==> src/hw/scb_params.svh <==
`ifndef SCB_PARAMS_SVH
`define SCB_PARAMS_SVH

// register offsets inside one locality window
`define SCB_OFF_ACCESS   12'h000
`define SCB_OFF_CAP      12'h014
`define SCB_OFF_STATUS   12'h018
`define SCB_OFF_RESULT   12'h01C
`define SCB_LOC_MAX      3'h4
`define SCB_LOC_PRIV     3'h3

// field positions
`define SCB_BIT_LAUNCH   0
`define SCB_BIT_FIXSEL   8
`define SCB_BIT_CLRSTB   25
`define SCB_BIT_ABORT    24
`define SCB_ALW_HI       23
`define SCB_ALW_LO       8
`define SCB_BIT_ACCRDY   6
`define SCB_BIT_EXEC     5
`define SCB_BIT_RESP     4
`define SCB_BIT_ABORTED  0

// reset values and sizes
`define SCB_LAUNCH_RST   1'b1
`define SCB_FIXSEL_RST   1'b0
`define SCB_FIFO_BYTES   16'h0040
`define SCB_FIXED_BURST  16'h0020

// timing: clock rate, flag operation length, deadlines
`define SCB_CLK_MHZ      25
`define SCB_FLAGOP_CYC   16'h0008
`define SCB_SHORT_US     100
`define SCB_SHORT_CYC    (`SCB_SHORT_US * `SCB_CLK_MHZ)
`define SCB_LONG_US      1000
`define SCB_LONG_CYC     (`SCB_LONG_US * `SCB_CLK_MHZ)

`endif

==> src/hw/scb_pkg.sv <==
package scb_pkg;

    // command life cycle, one-hot
    typedef enum logic [5:0] {
        ST_IDLE  = 6'h01,
        ST_READY = 6'h02,
        ST_RECV  = 6'h04,
        ST_EXEC  = 6'h08,
        ST_DONE  = 6'h10,
        ST_FLAG  = 6'h20
    } scb_state_t;

    // which direction the data FIFO serves
    typedef enum logic [2:0] {
        PH_NONE = 3'h1,
        PH_CMD  = 3'h2,
        PH_RESP = 3'h4
    } scb_phase_t;

    typedef struct packed {
        logic        psel;
        logic        penable;
        logic        pwrite;
        logic [15:0] paddr;
        logic [31:0] pwdata;
    } scb_apb_req_t;

    typedef struct packed {
        logic [31:0] prdata;
        logic        pready;
        logic        pslverr;
    } scb_apb_rsp_t;

    // byte events of the data FIFO and firmware
    typedef struct packed {
        logic hostWrByte;
        logic hostRdByte;
        logic hostAllRead;
        logic fwDrainByte;
        logic fwFillByte;
        logic fwCmdDone;
        logic fwCanceled;
    } scb_fifo_ev_t;

    typedef struct packed {
        logic [15:0] count;
    } scb_tmr_t;

    typedef struct packed {
        logic [15:0] level;
        logic [15:0] burstLeft;
        logic        burstOpen;
    } scb_alw_t;

    typedef struct packed {
        scb_state_t  state;
        scb_phase_t  lastPhase;
        logic        launch;
        logic        respPending;
        logic        abortReq;
        logic        aborted;
        logic        fixedSel;
        logic [31:0] rdata;
        logic        err;
    } scb_core_t;

endpackage

==> src/hw/scb_cycle_timer.sv <==
`timescale 1ns/1ps
`default_nettype none
module scb_cycle_timer (
    input  wire logic        ref_clk,
    input  wire logic        reset_n,
    input  wire logic        run,
    input  wire logic [15:0] limit,
    output logic             expired
);
    import scb_pkg::*;

    scb_tmr_t st;
    scb_tmr_t next_st;

    // expires in the limit-th cycle of run (count reaches limit - 1), holds while run
    assign expired = run && (st.count >= (limit - 16'h0001));

    // counts while running, restarts when run falls
    always_comb begin
        next_st = st;
        if (!run) begin
            next_st.count = 16'h0000;
        end else if (!expired) begin
            next_st.count = st.count + 16'h0001;
        end
    end

    always_ff @(posedge ref_clk or negedge reset_n) begin
        if (!reset_n) begin
            st <= '0;
        end else begin
            st <= next_st;
        end
    end
endmodule // scb_cycle_timer
`default_nettype wire

==> src/hw/scb_allowance.sv <==
`timescale 1ns/1ps
`default_nettype none
`include "scb_params.svh"
module scb_allowance (
    input  wire logic               ref_clk,
    input  wire logic               reset_n,
    input  wire scb_pkg::scb_phase_t phase,
    input  wire logic               phaseStart,
    input  wire logic               fixedSel,
    input  wire logic               hostByte,
    input  wire logic               fwByte,
    output logic [15:0]             allowance
);
    import scb_pkg::*;

    scb_alw_t st;
    scb_alw_t next_st;

    // level in dynamic mode; in fixed mode zero during a burst, fixed value otherwise when level allows, else zero
    always_comb begin
        if (!fixedSel) begin
            allowance = st.level;
        end else if (!st.burstOpen && st.level >= `SCB_FIXED_BURST) begin
            allowance = `SCB_FIXED_BURST; // constant value
        end else begin
            allowance = 16'h0000;
        end
    end

    // level tracks bytes host may move; burst tracks fixed-mode runs
    always_comb begin
        next_st = st;
        if (phaseStart || phase == PH_NONE) begin
            next_st.level     = (phase == PH_CMD) ? `SCB_FIFO_BYTES
                                                  : 16'h0000;
            next_st.burstLeft = 16'h0000;
            next_st.burstOpen = 1'b0;
        end else begin
            // host use lowers, firmware side raises
            if (hostByte && !fwByte && st.level != 16'h0000) begin
                next_st.level = st.level - 16'h0001;
            end else if (fwByte && !hostByte &&
                         st.level != `SCB_FIFO_BYTES) begin
                next_st.level = st.level + 16'h0001;
            end
            // fixed burst opens on first host byte
            if (hostByte && !st.burstOpen) begin
                next_st.burstOpen = 1'b1;
                next_st.burstLeft = `SCB_FIXED_BURST - 16'h0001;
            end else if (hostByte && st.burstOpen) begin
                next_st.burstLeft = st.burstLeft - 16'h0001;
                if (st.burstLeft == 16'h0001) begin
                    next_st.burstOpen = 1'b0;
                end
            end
        end
    end

    always_ff @(posedge ref_clk or negedge reset_n) begin
        if (!reset_n) begin
            st <= '0;
        end else begin
            st <= next_st;
        end
    end
endmodule // scb_allowance
`default_nettype wire

==> src/hw/scb_status_cancel.sv <==
// Contract
// - clear strobe always reads zero
// - localities 0-2 cannot clear launch flag
// - writing zero to clear strobe ignored
// - accepted clear sets launch flag promptly
// - clear operation drops accept ready
// - clear completion raises response pending
// - abort in execution still yields response
// - finished gives normal, terminated gives aborted (code: aborted only if an abort request is pending)
// - abort resolved within long deadline
// - abort ignored outside execution
// - zero writes to abort may be ignored
// - allowance reports wait-free byte count
// - dynamic allowance follows FIFO traffic
// - fixed burst reads zero until complete
// - fixed value constant between init events
// - capability bit selects fixed or dynamic
// - clear strobe at bit 25, privileged
// - abort at bit 24, execution only
// - allowance read-only in bits 23:8
//
// The placing of the registers and register access over APB were chosen for this implementation.
`timescale 1ns/1ps
`default_nettype none
`include "scb_params.svh"
module scb_status_cancel #(
    parameter logic [15:0] LONG_CYC = 16'(`SCB_LONG_CYC)
) (
    input  wire logic                 ref_clk,
    input  wire logic                 reset_n,
    input  wire scb_pkg::scb_apb_req_t apbReq,
    output scb_pkg::scb_apb_rsp_t      apbRsp,
    input  wire scb_pkg::scb_fifo_ev_t fifoEv,
    input  wire logic                 launchSeq,
    output logic                      launchEstablished,
    output logic                      acceptReady,
    output logic                      responsePending,
    output logic                      abortRequest,
    output logic                      abortedResult,
    output logic [15:0]               transferAllowance
);
    import scb_pkg::*;

    localparam int FLAG_BOUND = 10;

    scb_core_t  st;
    scb_core_t  next_st;
    scb_phase_t phaseNow;
    logic [2:0]  locality;
    logic [11:0] offset;
    logic        mapped;
    logic        setup;
    logic        wrStatus;
    logic        wrCap;
    logic        privLoc;
    logic        flagExpired;
    logic        abortExpired;
    logic        hostByte;
    logic        fwByte;
    logic [31:0] rdVal;

    // locality is taken from the window the address falls in
    assign locality = apbReq.paddr[14:12];
    assign offset   = apbReq.paddr[11:0];
    assign privLoc  = (locality >= `SCB_LOC_PRIV) &&
                      (locality <= `SCB_LOC_MAX);
    assign mapped   = (apbReq.paddr[15] == 1'b0) &&
                      (locality <= `SCB_LOC_MAX) &&
                      (offset == `SCB_OFF_ACCESS ||
                       offset == `SCB_OFF_CAP ||
                       offset == `SCB_OFF_STATUS ||
                       offset == `SCB_OFF_RESULT);
    assign setup    = apbReq.psel && !apbReq.penable;
    assign wrStatus = apbReq.psel && apbReq.penable && apbReq.pwrite &&
                      mapped && offset == `SCB_OFF_STATUS;
    assign wrCap    = apbReq.psel && apbReq.penable && apbReq.pwrite &&
                      mapped && offset == `SCB_OFF_CAP;

    // zero-wait slave: access phase always completes
    assign apbRsp.pready  = apbReq.psel && apbReq.penable;
    assign apbRsp.prdata  = st.rdata;
    assign apbRsp.pslverr = st.err && apbReq.psel && apbReq.penable;

    // outward status levels
    assign launchEstablished = st.launch;
    // ready shown only in the ready state
    assign acceptReady       = (st.state == ST_READY);
    assign responsePending   = st.respPending;
    // abort held as a level toward firmware
    assign abortRequest      = st.abortReq;
    assign abortedResult     = st.aborted;

    // FIFO direction follows the life cycle
    always_comb begin
        case (st.state)
            ST_READY, ST_RECV: phaseNow = PH_CMD;
            ST_DONE:           phaseNow = PH_RESP;
            default:           phaseNow = PH_NONE;
        endcase
    end
    assign hostByte = (phaseNow == PH_CMD) ? fifoEv.hostWrByte
                                           : fifoEv.hostRdByte;
    assign fwByte   = (phaseNow == PH_CMD) ? fifoEv.fwDrainByte
                                           : fifoEv.fwFillByte;

    // count of wait-free bytes for the host
    scb_allowance u_allowance (
        .ref_clk    (ref_clk),
        .reset_n    (reset_n),
        .phase      (phaseNow),
        .phaseStart (phaseNow != st.lastPhase),
        .fixedSel   (st.fixedSel),
        .hostByte   (hostByte),
        .fwByte     (fwByte),
        .allowance  (transferAllowance)
    );

    // length of the launch flag clear operation
    scb_cycle_timer u_flag_timer (
        .ref_clk (ref_clk),
        .reset_n (reset_n),
        .run     (st.state == ST_FLAG),
        .limit   (`SCB_FLAGOP_CYC),
        .expired (flagExpired)
    );

    // deadline for an abort to resolve
    scb_cycle_timer u_abort_timer (
        .ref_clk (ref_clk),
        .reset_n (reset_n),
        .run     (st.state == ST_EXEC && st.abortReq),
        .limit   (LONG_CYC),
        .expired (abortExpired)
    );

    // read data for the addressed register
    always_comb begin
        rdVal = 32'h0000_0000;
        case (offset)
            `SCB_OFF_ACCESS: rdVal[`SCB_BIT_LAUNCH] = st.launch;
            // mode select reported in capability word
            `SCB_OFF_CAP:    rdVal[`SCB_BIT_FIXSEL] = st.fixedSel;
            `SCB_OFF_STATUS: begin
                // strobe and abort bits read as zero
                rdVal[`SCB_ALW_HI:`SCB_ALW_LO] = transferAllowance;
                rdVal[`SCB_BIT_ACCRDY]         = acceptReady;
                rdVal[`SCB_BIT_RESP]           = st.respPending;
            end
            `SCB_OFF_RESULT: rdVal[`SCB_BIT_ABORTED] = st.aborted;
            default:         rdVal = 32'h0000_0000;
        endcase
        if (!mapped) begin
            rdVal = 32'h0000_0000;
        end
    end

    // life cycle, flags and bus capture
    always_comb begin
        next_st = st;
        next_st.lastPhase = phaseNow;
        if (setup) begin
            next_st.rdata = rdVal;
            next_st.err   = !mapped;
        end
        if (wrCap) begin
            next_st.fixedSel = apbReq.pwdata[`SCB_BIT_FIXSEL];
        end
        if (launchSeq) begin
            next_st.launch = 1'b0;
        end
        case (st.state)
            ST_IDLE, ST_READY: begin
                if (wrStatus && privLoc &&
                    apbReq.pwdata[`SCB_BIT_CLRSTB]) begin
                    next_st.state = ST_FLAG;
                end else if (st.state == ST_IDLE && wrStatus &&
                             apbReq.pwdata[`SCB_BIT_ACCRDY]) begin
                    next_st.state = ST_READY;
                end else if (st.state == ST_READY && fifoEv.hostWrByte) begin
                    next_st.state = ST_RECV;
                end
            end
            ST_RECV: begin
                if (wrStatus && apbReq.pwdata[`SCB_BIT_EXEC]) begin
                    next_st.state   = ST_EXEC;
                    next_st.aborted = 1'b0;
                end
            end
            ST_EXEC: begin
                // abort follows bit 24 in execution
                if (wrStatus) begin
                    next_st.abortReq = apbReq.pwdata[`SCB_BIT_ABORT];
                end
                if (fifoEv.fwCmdDone) begin
                    next_st.state       = ST_DONE;
                    next_st.respPending = 1'b1;
                    next_st.aborted     = fifoEv.fwCanceled && st.abortReq;
                end else if (abortExpired) begin
                    next_st.state       = ST_DONE;
                    next_st.respPending = 1'b1;
                    next_st.aborted     = 1'b1;
                end
            end
            ST_DONE: begin
                if (fifoEv.hostAllRead) begin
                    next_st.respPending = 1'b0;
                end
                if (wrStatus && apbReq.pwdata[`SCB_BIT_ACCRDY]) begin
                    next_st.state       = ST_READY;
                    next_st.respPending = 1'b0;
                end
            end
            ST_FLAG: begin
                if (flagExpired) begin
                    next_st.launch      = 1'b1;
                    next_st.respPending = 1'b1;
                    next_st.state       = ST_DONE;
                end
            end
            default: next_st.state = ST_IDLE;
        endcase
        if (next_st.state != ST_EXEC) begin
            next_st.abortReq = 1'b0;
        end
    end

    always_ff @(posedge ref_clk or negedge reset_n) begin
        if (!reset_n) begin
            st           <= '0;
            st.state     <= ST_IDLE;
            st.lastPhase <= PH_NONE;
            st.launch    <= `SCB_LAUNCH_RST;
            st.fixedSel  <= `SCB_FIXSEL_RST;
        end else begin
            st <= next_st;
        end
    end

    // cycles spent executing with an abort pending
    logic [15:0] abortAge;
    always_ff @(posedge ref_clk or negedge reset_n) begin
        if (!reset_n) begin
            abortAge <= 16'h0000;
        end else if (st.state == ST_EXEC && st.abortReq) begin
            abortAge <= abortAge + 16'h0001;
        end else begin
            abortAge <= 16'h0000;
        end
    end
endmodule // scb_status_cancel
`default_nettype wire

==> config.mk <==
export PLATFORM = sky130hd
export DESIGN_NAME = scb_status_cancel
export DESIGN_NICKNAME = d
export VERILOG_FILES = /design/src/hw/scb_pkg.sv /design/src/hw/scb_cycle_timer.sv /design/src/hw/scb_allowance.sv /design/src/hw/scb_status_cancel.sv
export VERILOG_INCLUDE_DIRS = /design/src /design/src/hw
export SDC_FILE = /design/constraint.sdc
export NUM_CORES = 1
export LEC_CHECK = 0
export BUFFER_PORTS_ARGS = -buffer_cell sky130_fd_sc_hd__buf_4
export CORE_ASPECT_RATIO = 2
export CORE_MARGIN = 2
export CORE_UTILIZATION = 50
export DETAILED_ROUTE_END_ITERATION = 10
export PLACE_DENSITY = 0.74
export SETUP_SLACK_MARGIN = 0.02
export SLEW_MARGIN = 10
export SYNTH_ARGS = -nofsm -noshare
export SYNTH_HDL_FRONTEND = slang
export SYNTH_HIERARCHICAL = 1
export SYNTH_SLANG_ARGS = --single-unit
==> constraint.sdc <==
create_clock -name ref_clk -period 3.64 [get_ports ref_clk]
set_clock_uncertainty 0.05 [all_clocks]
set_input_delay 0.728 -clock ref_clk [delete_from_list [all_inputs] [get_ports ref_clk]]
set_output_delay 0.728 -clock ref_clk [all_outputs]
set_load 0.05 [all_outputs]
# Word-level counts from Yosys, hierarchy flattened

Index checks and enable logic that the tools add are counted.

Flip-flop bits (word level): 112
Input bits: 61
Word-level logic and storage cells: 144

Bitwise logic cells: 1
Reductions and logical operators: 53
Eq/ne operators: 21
$lt $le $gt $ge: 5
Multiplexer cells: 45
$add $sub $neg: 5

Operators with widths:

| cell                                                                 | count |
|---|---|
| 2-to-1 mux 16 bit                                                    | 7 |
| 2-to-1 mux 6 bit                                                     | 9 |
| adder 16 x 1 -> 16 bit (second input constant)                       | 3 |
| equality test 12 x 5 -> 1 bit (second input constant)                | 3 |
| 2-to-1 mux 17 bit                                                    | 2 |
| 2-to-1 mux 33 bit                                                    | 1 |
| subtractor 16 x 1 -> 16 bit (second input constant)                  | 2 |
| case mux 6 bit (5 select lines)                                      | 1 |
| logical AND 1 bit                                                    | 29 |
| 2-to-1 mux 24 bit                                                    | 1 |
| equality test 16 x 1 -> 1 bit (second input constant)                | 1 |
| greater-or-equal comparator 16 x 15 -> 1 bit (second input constant) | 1 |
| greater-or-equal comparator 16 x 3 -> 1 bit (second input constant)  | 1 |
| greater-or-equal comparator 16 x 6 -> 1 bit (second input constant)  | 1 |
| 2-to-1 mux 1 bit                                                     | 16 |
| inequality test 16 x 7 -> 1 bit (second input constant)              | 1 |
| nonzero test 16 bit                                                  | 1 |
| 2-to-1 mux 15 bit                                                    | 1 |
| zero test 12 bit                                                     | 1 |
| nonzero test 3 bit                                                   | 4 |
| inequality test 2 bit (second input constant)                        | 4 |
| 2-to-1 mux 7 bit                                                     | 1 |
| equality test 6 x 1 -> 1 bit (second input constant)                 | 1 |
| equality test 6 x 2 -> 1 bit (second input constant)                 | 1 |
| other kinds (23)                                                     | 37 |

# Longest topological paths before layout

Word-level depth: 15
Gate-level depth with buffers: 17
Gate-level depth less buffers: 16

# Cells and area by module

Netlist, hierarchy kept.

Modules (own cells, without submodules):

| module                          | cells each | area an instance (um2) | seq. area each (um2) | instances |
|---|---|---|---|---|
| scb_allowance                   | 319        | 2556.2                 | 825.8                | 1 |
| scb_status_cancel               | 197        | 1961.9                 | 854.6                | 1 |
| scb_cycle_timer (u_abort_timer) | 185        | 1547.7                 | 400.4                | 1 |
| scb_cycle_timer (u_flag_timer)  | 174        | 1437.6                 | 400.4                | 1 |

# Worst setup path before layout

Ideal clock, no wire load.

Path type: flip-flop to flip-flop
Start point: register, netlist name st[43]
End point: register u_allowance/st[32] (netlist bit)
Data arrival time: 4.290 ns
Stages on the path, launching flop included: 18
Data required time: 3.455 ns
Slack: -0.835 ns
Period minus slack after synthesis: 4.475 ns
Cell sequence: dfrtp_1 or4_4 nor3b_2 nor2_1 inv_1 nand2_1 nand2_1 nor2b_1 o21ai_2 inv_1 ha_1 clkbuf_1 and4_1 and3_1 a32oi_1 and3_1 o21ai_0 nor3b_1

RTL lines:

| what                 | line                | source |
|---|---|---|
| to (signal assigned) | scb_allowance.sv:63 | `st <= next_st;` |
| to (decl)            | scb_allowance.sv:16 | `scb_alw_t st;` |

# Final worst setup path

Start point: register u_allowance/st[29] (netlist bit)
End point: register u_allowance/st[31] (netlist bit)

Word-level cells in the longest chain between the ends: 4
Elaborated cells between the ends (all ways): 10
Those cells by class: 2 x add/sub; 1 x eq/ne; 3 x mux; 4 x reduce/logical

Ends and longest elaborated chain:

| what                                                          | line                                     | source |
|---|---|---|
| adder 16 x 1 -> 16 bit or nonzero test 16 bit (tied branches) | scb_allowance.sv:44, scb_allowance.sv:40 |  |
| 2-to-1 mux 16 bit or logical AND 1 bit (tied branches)        | scb_allowance.sv:42, scb_allowance.sv:40 |  |
| 2-to-1 mux 16 bit                                             | scb_allowance.sv:40                      | `if (hostByte && !fwByte && st.level != 16'h0000) begin` |
| 2-to-1 mux 33 bit                                             | scb_allowance.sv:33                      | `if (phaseStart \|\| phase == PH_NONE) begin` |

Parallel ways exist; a longest one is shown, timed or not. The select of a mux whose other input is x is not followed.
A chain may end at the register's enable or synchronous reset.

==> impl_metrics.json <==
{
  "crit_fanout": 12,
  "initialDrtViolationCount": 312,
  "worstPathRequired_ns": 3.85,
  "synth.most_common_cell": "nand2_1",
  "final.setup.tns_ns": 0,
  "worst_pin_slew_ns": 0.9668,
  "placed_cell_area_um2": 8837,
  "crit_type": "reg -> reg",
  "finalSetupViolCount": 0,
  "grt_first_pass_wirelength_um": 31920,
  "die_w_um": 90.62,
  "dieArea_um2": 16060,
  "p_leak_uw": 0.004262,
  "vdd_drop_max_uv": 229.2,
  "cts_max_level": 3,
  "multi_input_area_um2": 5114,
  "cp_cell_sequence": "or4_1 > or4_4 > o21ai_4 > inv_6 > ha_1 > nand3_1 > a211oi_1 > buf_4 > nor2_1 > a221o_1 > nand3b_1 > o22ai_1",
  "wl_per_cell_um": 15.62,
  "synth_ff_type": "dfrtp_1",
  "synth_top_area_share_pct": 32.02,
  "post-cts-setup-buffers": 0,
  "antenna_cells": 0,
  "initial_core_util_pct": 50.90,
  "synth_top_cell_by_area": "dfrtp_1",
  "gp_congestion": 0.9201,
  "post-route-drc-count": 0,
  "ys_top_cells_by_area": "dfrtp_1 32%, ha_1 8.7%, nand2_1 5.4%",
  "hp-class": "in -> async",
  "period_minus_slack_ns": 3.615,
  "clk_root_buffer_cell": "clkbuf_16",
  "clock-sinks": 99,
  "fmax_mhz": 276.6,
  "rows": 63,
  "clkTransAtPathRegs_ns": 0.07,
  "maxCapViolations": 0,
  "critPathSlowestCell": "or4_1",
  "syn_area_um2": 7503,
  "pin_count": 116,
  "first_pass_iters": 7,
  "cp_slowest_stage_delay_ns": 0.60,
  "totalWireLength_um": 19580,
  "async_flop_share_pct": 100.0,
  "vias": 6941,
  "clk_latency_ns": 0.35,
  "path_buf_inv": 2,
  "grt_pass1_vias": 6836,
  "ys_seq_area_share_pct": 33.07,
  "area_delta_synth_final_pct": 22.03,
  "synth_enable_flop_cells": 0,
  "cts_buffers": 9,
  "status": "finished clean",
  "p_per_area_nw_per_um2": 245.2,
  "worst_slack_ns": 0.02517,
  "drive_gt1_share_pct": 17.66,
  "port_buffers": 75,
  "core_area_um2": 14740,
  "crit_family": "simple AND/OR/NAND/NOR gates",
  "synth.distinct_cells": 76,
  "final_cell_area_um2": 9156,
  "ant_nets": 0,
  "seq_area_um2": 2481,
  "track_usage_pct": 24.68,
  "syn_area_per_cell_um2": 8.575,
  "routed_via_density": 5.535,
  "cts_tree": "done",
  "synthTopCellsByCount": "108 x nand2_1, 96 x dfrtp_1, 71 x nor2_1, 62 x a21oi_1, 52 x ha_1",
  "drv_slew": 0,
  "grt_setup_unrepaired": "yes",
  "hold_viol": 0,
  "cp-end-kind": "flip-flop",
  "finalCritPeriodShare_pct": 99.31,
  "crit_path_start_kind": "flip-flop",
  "grt-ovfl-total": 0,
  "dieHeight_um": 177.2,
  "r2r_start": "u_allowance/st[29]$_DFFE_PN0P_",
  "fill_cells": 1354,
  "syn_inst": 875,
  "cp_data_arrival_time_ns": 3.83,
  "cp-startpoint": "u_allowance/st[29]$_DFFE_PN0P_",
  "ys_ff_latch": 99,
  "maxSlewHeadroom_pct": 35.54,
  "clockBufferDepth": 2,
  "num-nets-final": 1168,
  "antenna_found_initial": 0,
  "ys_warn_count": 6,
  "place_ws_ns": 0.02816,
  "grt_max_degree": 55,
  "hpwl_um": 15300
}
-- cell usage in the layout (no fill, tap or decap), drive strengths merged, types with 7 or more instances in the layout --
master / synthesis / layout
nand3b: 7 / 7
xnor2: 21 / 21
o21a: 7 / 7
inv: 26 / 27
nor3: 30 / 30
buf: 42 / 123
or4: 18 / 18
or3: 13 / 13
o31ai: 12 / 12
and2: 8 / 8
nor4: 19 / 19
a211oi: 13 / 13
clkbuf: 17 / 11
o211ai: 7 / 7
a22o: 17 / 17
mux2i: 15 / 15
nand4: 11 / 11
nand3: 27 / 27
nor2b: 15 / 15
xor2: 17 / 17
o21ai: 36 / 36
a21oi: 62 / 62
dfrtp: 96 / 96
and3: 10 / 10
ha: 52 / 52
nor2: 71 / 71
nand2b: 22 / 22
nand2: 109 / 109
conb: 2 / 106
-- final cells by class --
class                   count  area share [%]
flip-flops and latches     99           27.10
inverters                  26           1.121
repair buffers            123           10.22
multi-input cells         795           55.85
clock buffers              11           2.651
well taps                 195           2.665
clock inverters             5          0.3963
-- per-stage QoR --
step           cells  util (%)  hold slack, ns  total power [µW]
2_1_floorplan    979         -          0.3824              1264
3_3_place_gp    1238     59.95          0.4197              1334
3_5_place_dp    1238     59.95          0.4293              1337
4_1_cts         1254     61.87          0.3517              2258
5_1_grt         1254     62.12          0.3760              2331
6_report        1254     62.12          0.3322              2245
-- what timing repair did --
item | in CTS | in global routing
resized for setup | 1 | 4
setup endpoints to repair | 1 | 7
hold buffers | 0 | 0
pin swaps | 0 | 1
-- power by group --
part	leakage (µW)	total, µW	switching [µW]	internal (µW)
clock	0.000128	925	440	484
sequential	0.00137	1100	2.13	1100
combinational	0.00277	216	145	71.2
total	0.00426	2250	588	1660
-- logic make-up (layout without fill, tap and decap cells) --
kind of cell	count (synthesis)	after routing	synth area share [%]
flops	99	99	33.07
compound gates	203	203	18.06
xor+xnor	38	38	4.436
mux	16	16	2.151
simple gates	379	379	27.13
buf+inv	85	165	6.120
other cells	2	106	0.1001
fa+ha+maj	53	53	8.938
-- flip-flops by register name, indices dropped and copies added, names as in the netlist --
signal / flops
u_allowance/st: 33
apbRsp: 19
launchEstablished: 1
u_abort_timer/st: 16
st: 11
responsePending: 1
u_flag_timer/st: 16
abortRequest: 1
abortedResult: 1
-- layer usage --
layer  global-route usage [%]  routed length (µm)  up-vias
met5                        0                   0        -
li1                         -                   -     3416
met3                    3.918                 702       48
met4                    12.82                 714        0
met1                    24.57                7018     3323
met2                    48.10               11150      154
-- path summary, 6_finish.rpt --
kind	cells after the start	endpoint	slack, ns
min reg2reg	2	st[0]$_DFFE_PN0P_	0.45
max	12	u_allowance/st[31]$_DFFE_PN0P_	0.03
min	1	u_flag_timer/st[0]$_DFFE_PN0P_	0.33
max in group asynchronous	2	st[38]$_DFF_PN1_	2.46
min in group ref_clk	2	st[0]$_DFFE_PN0P_	0.45
max reg2reg	12	u_allowance/st[31]$_DFFE_PN0P_	0.03
No activity file was read; power rests on OpenSTA's default activity.
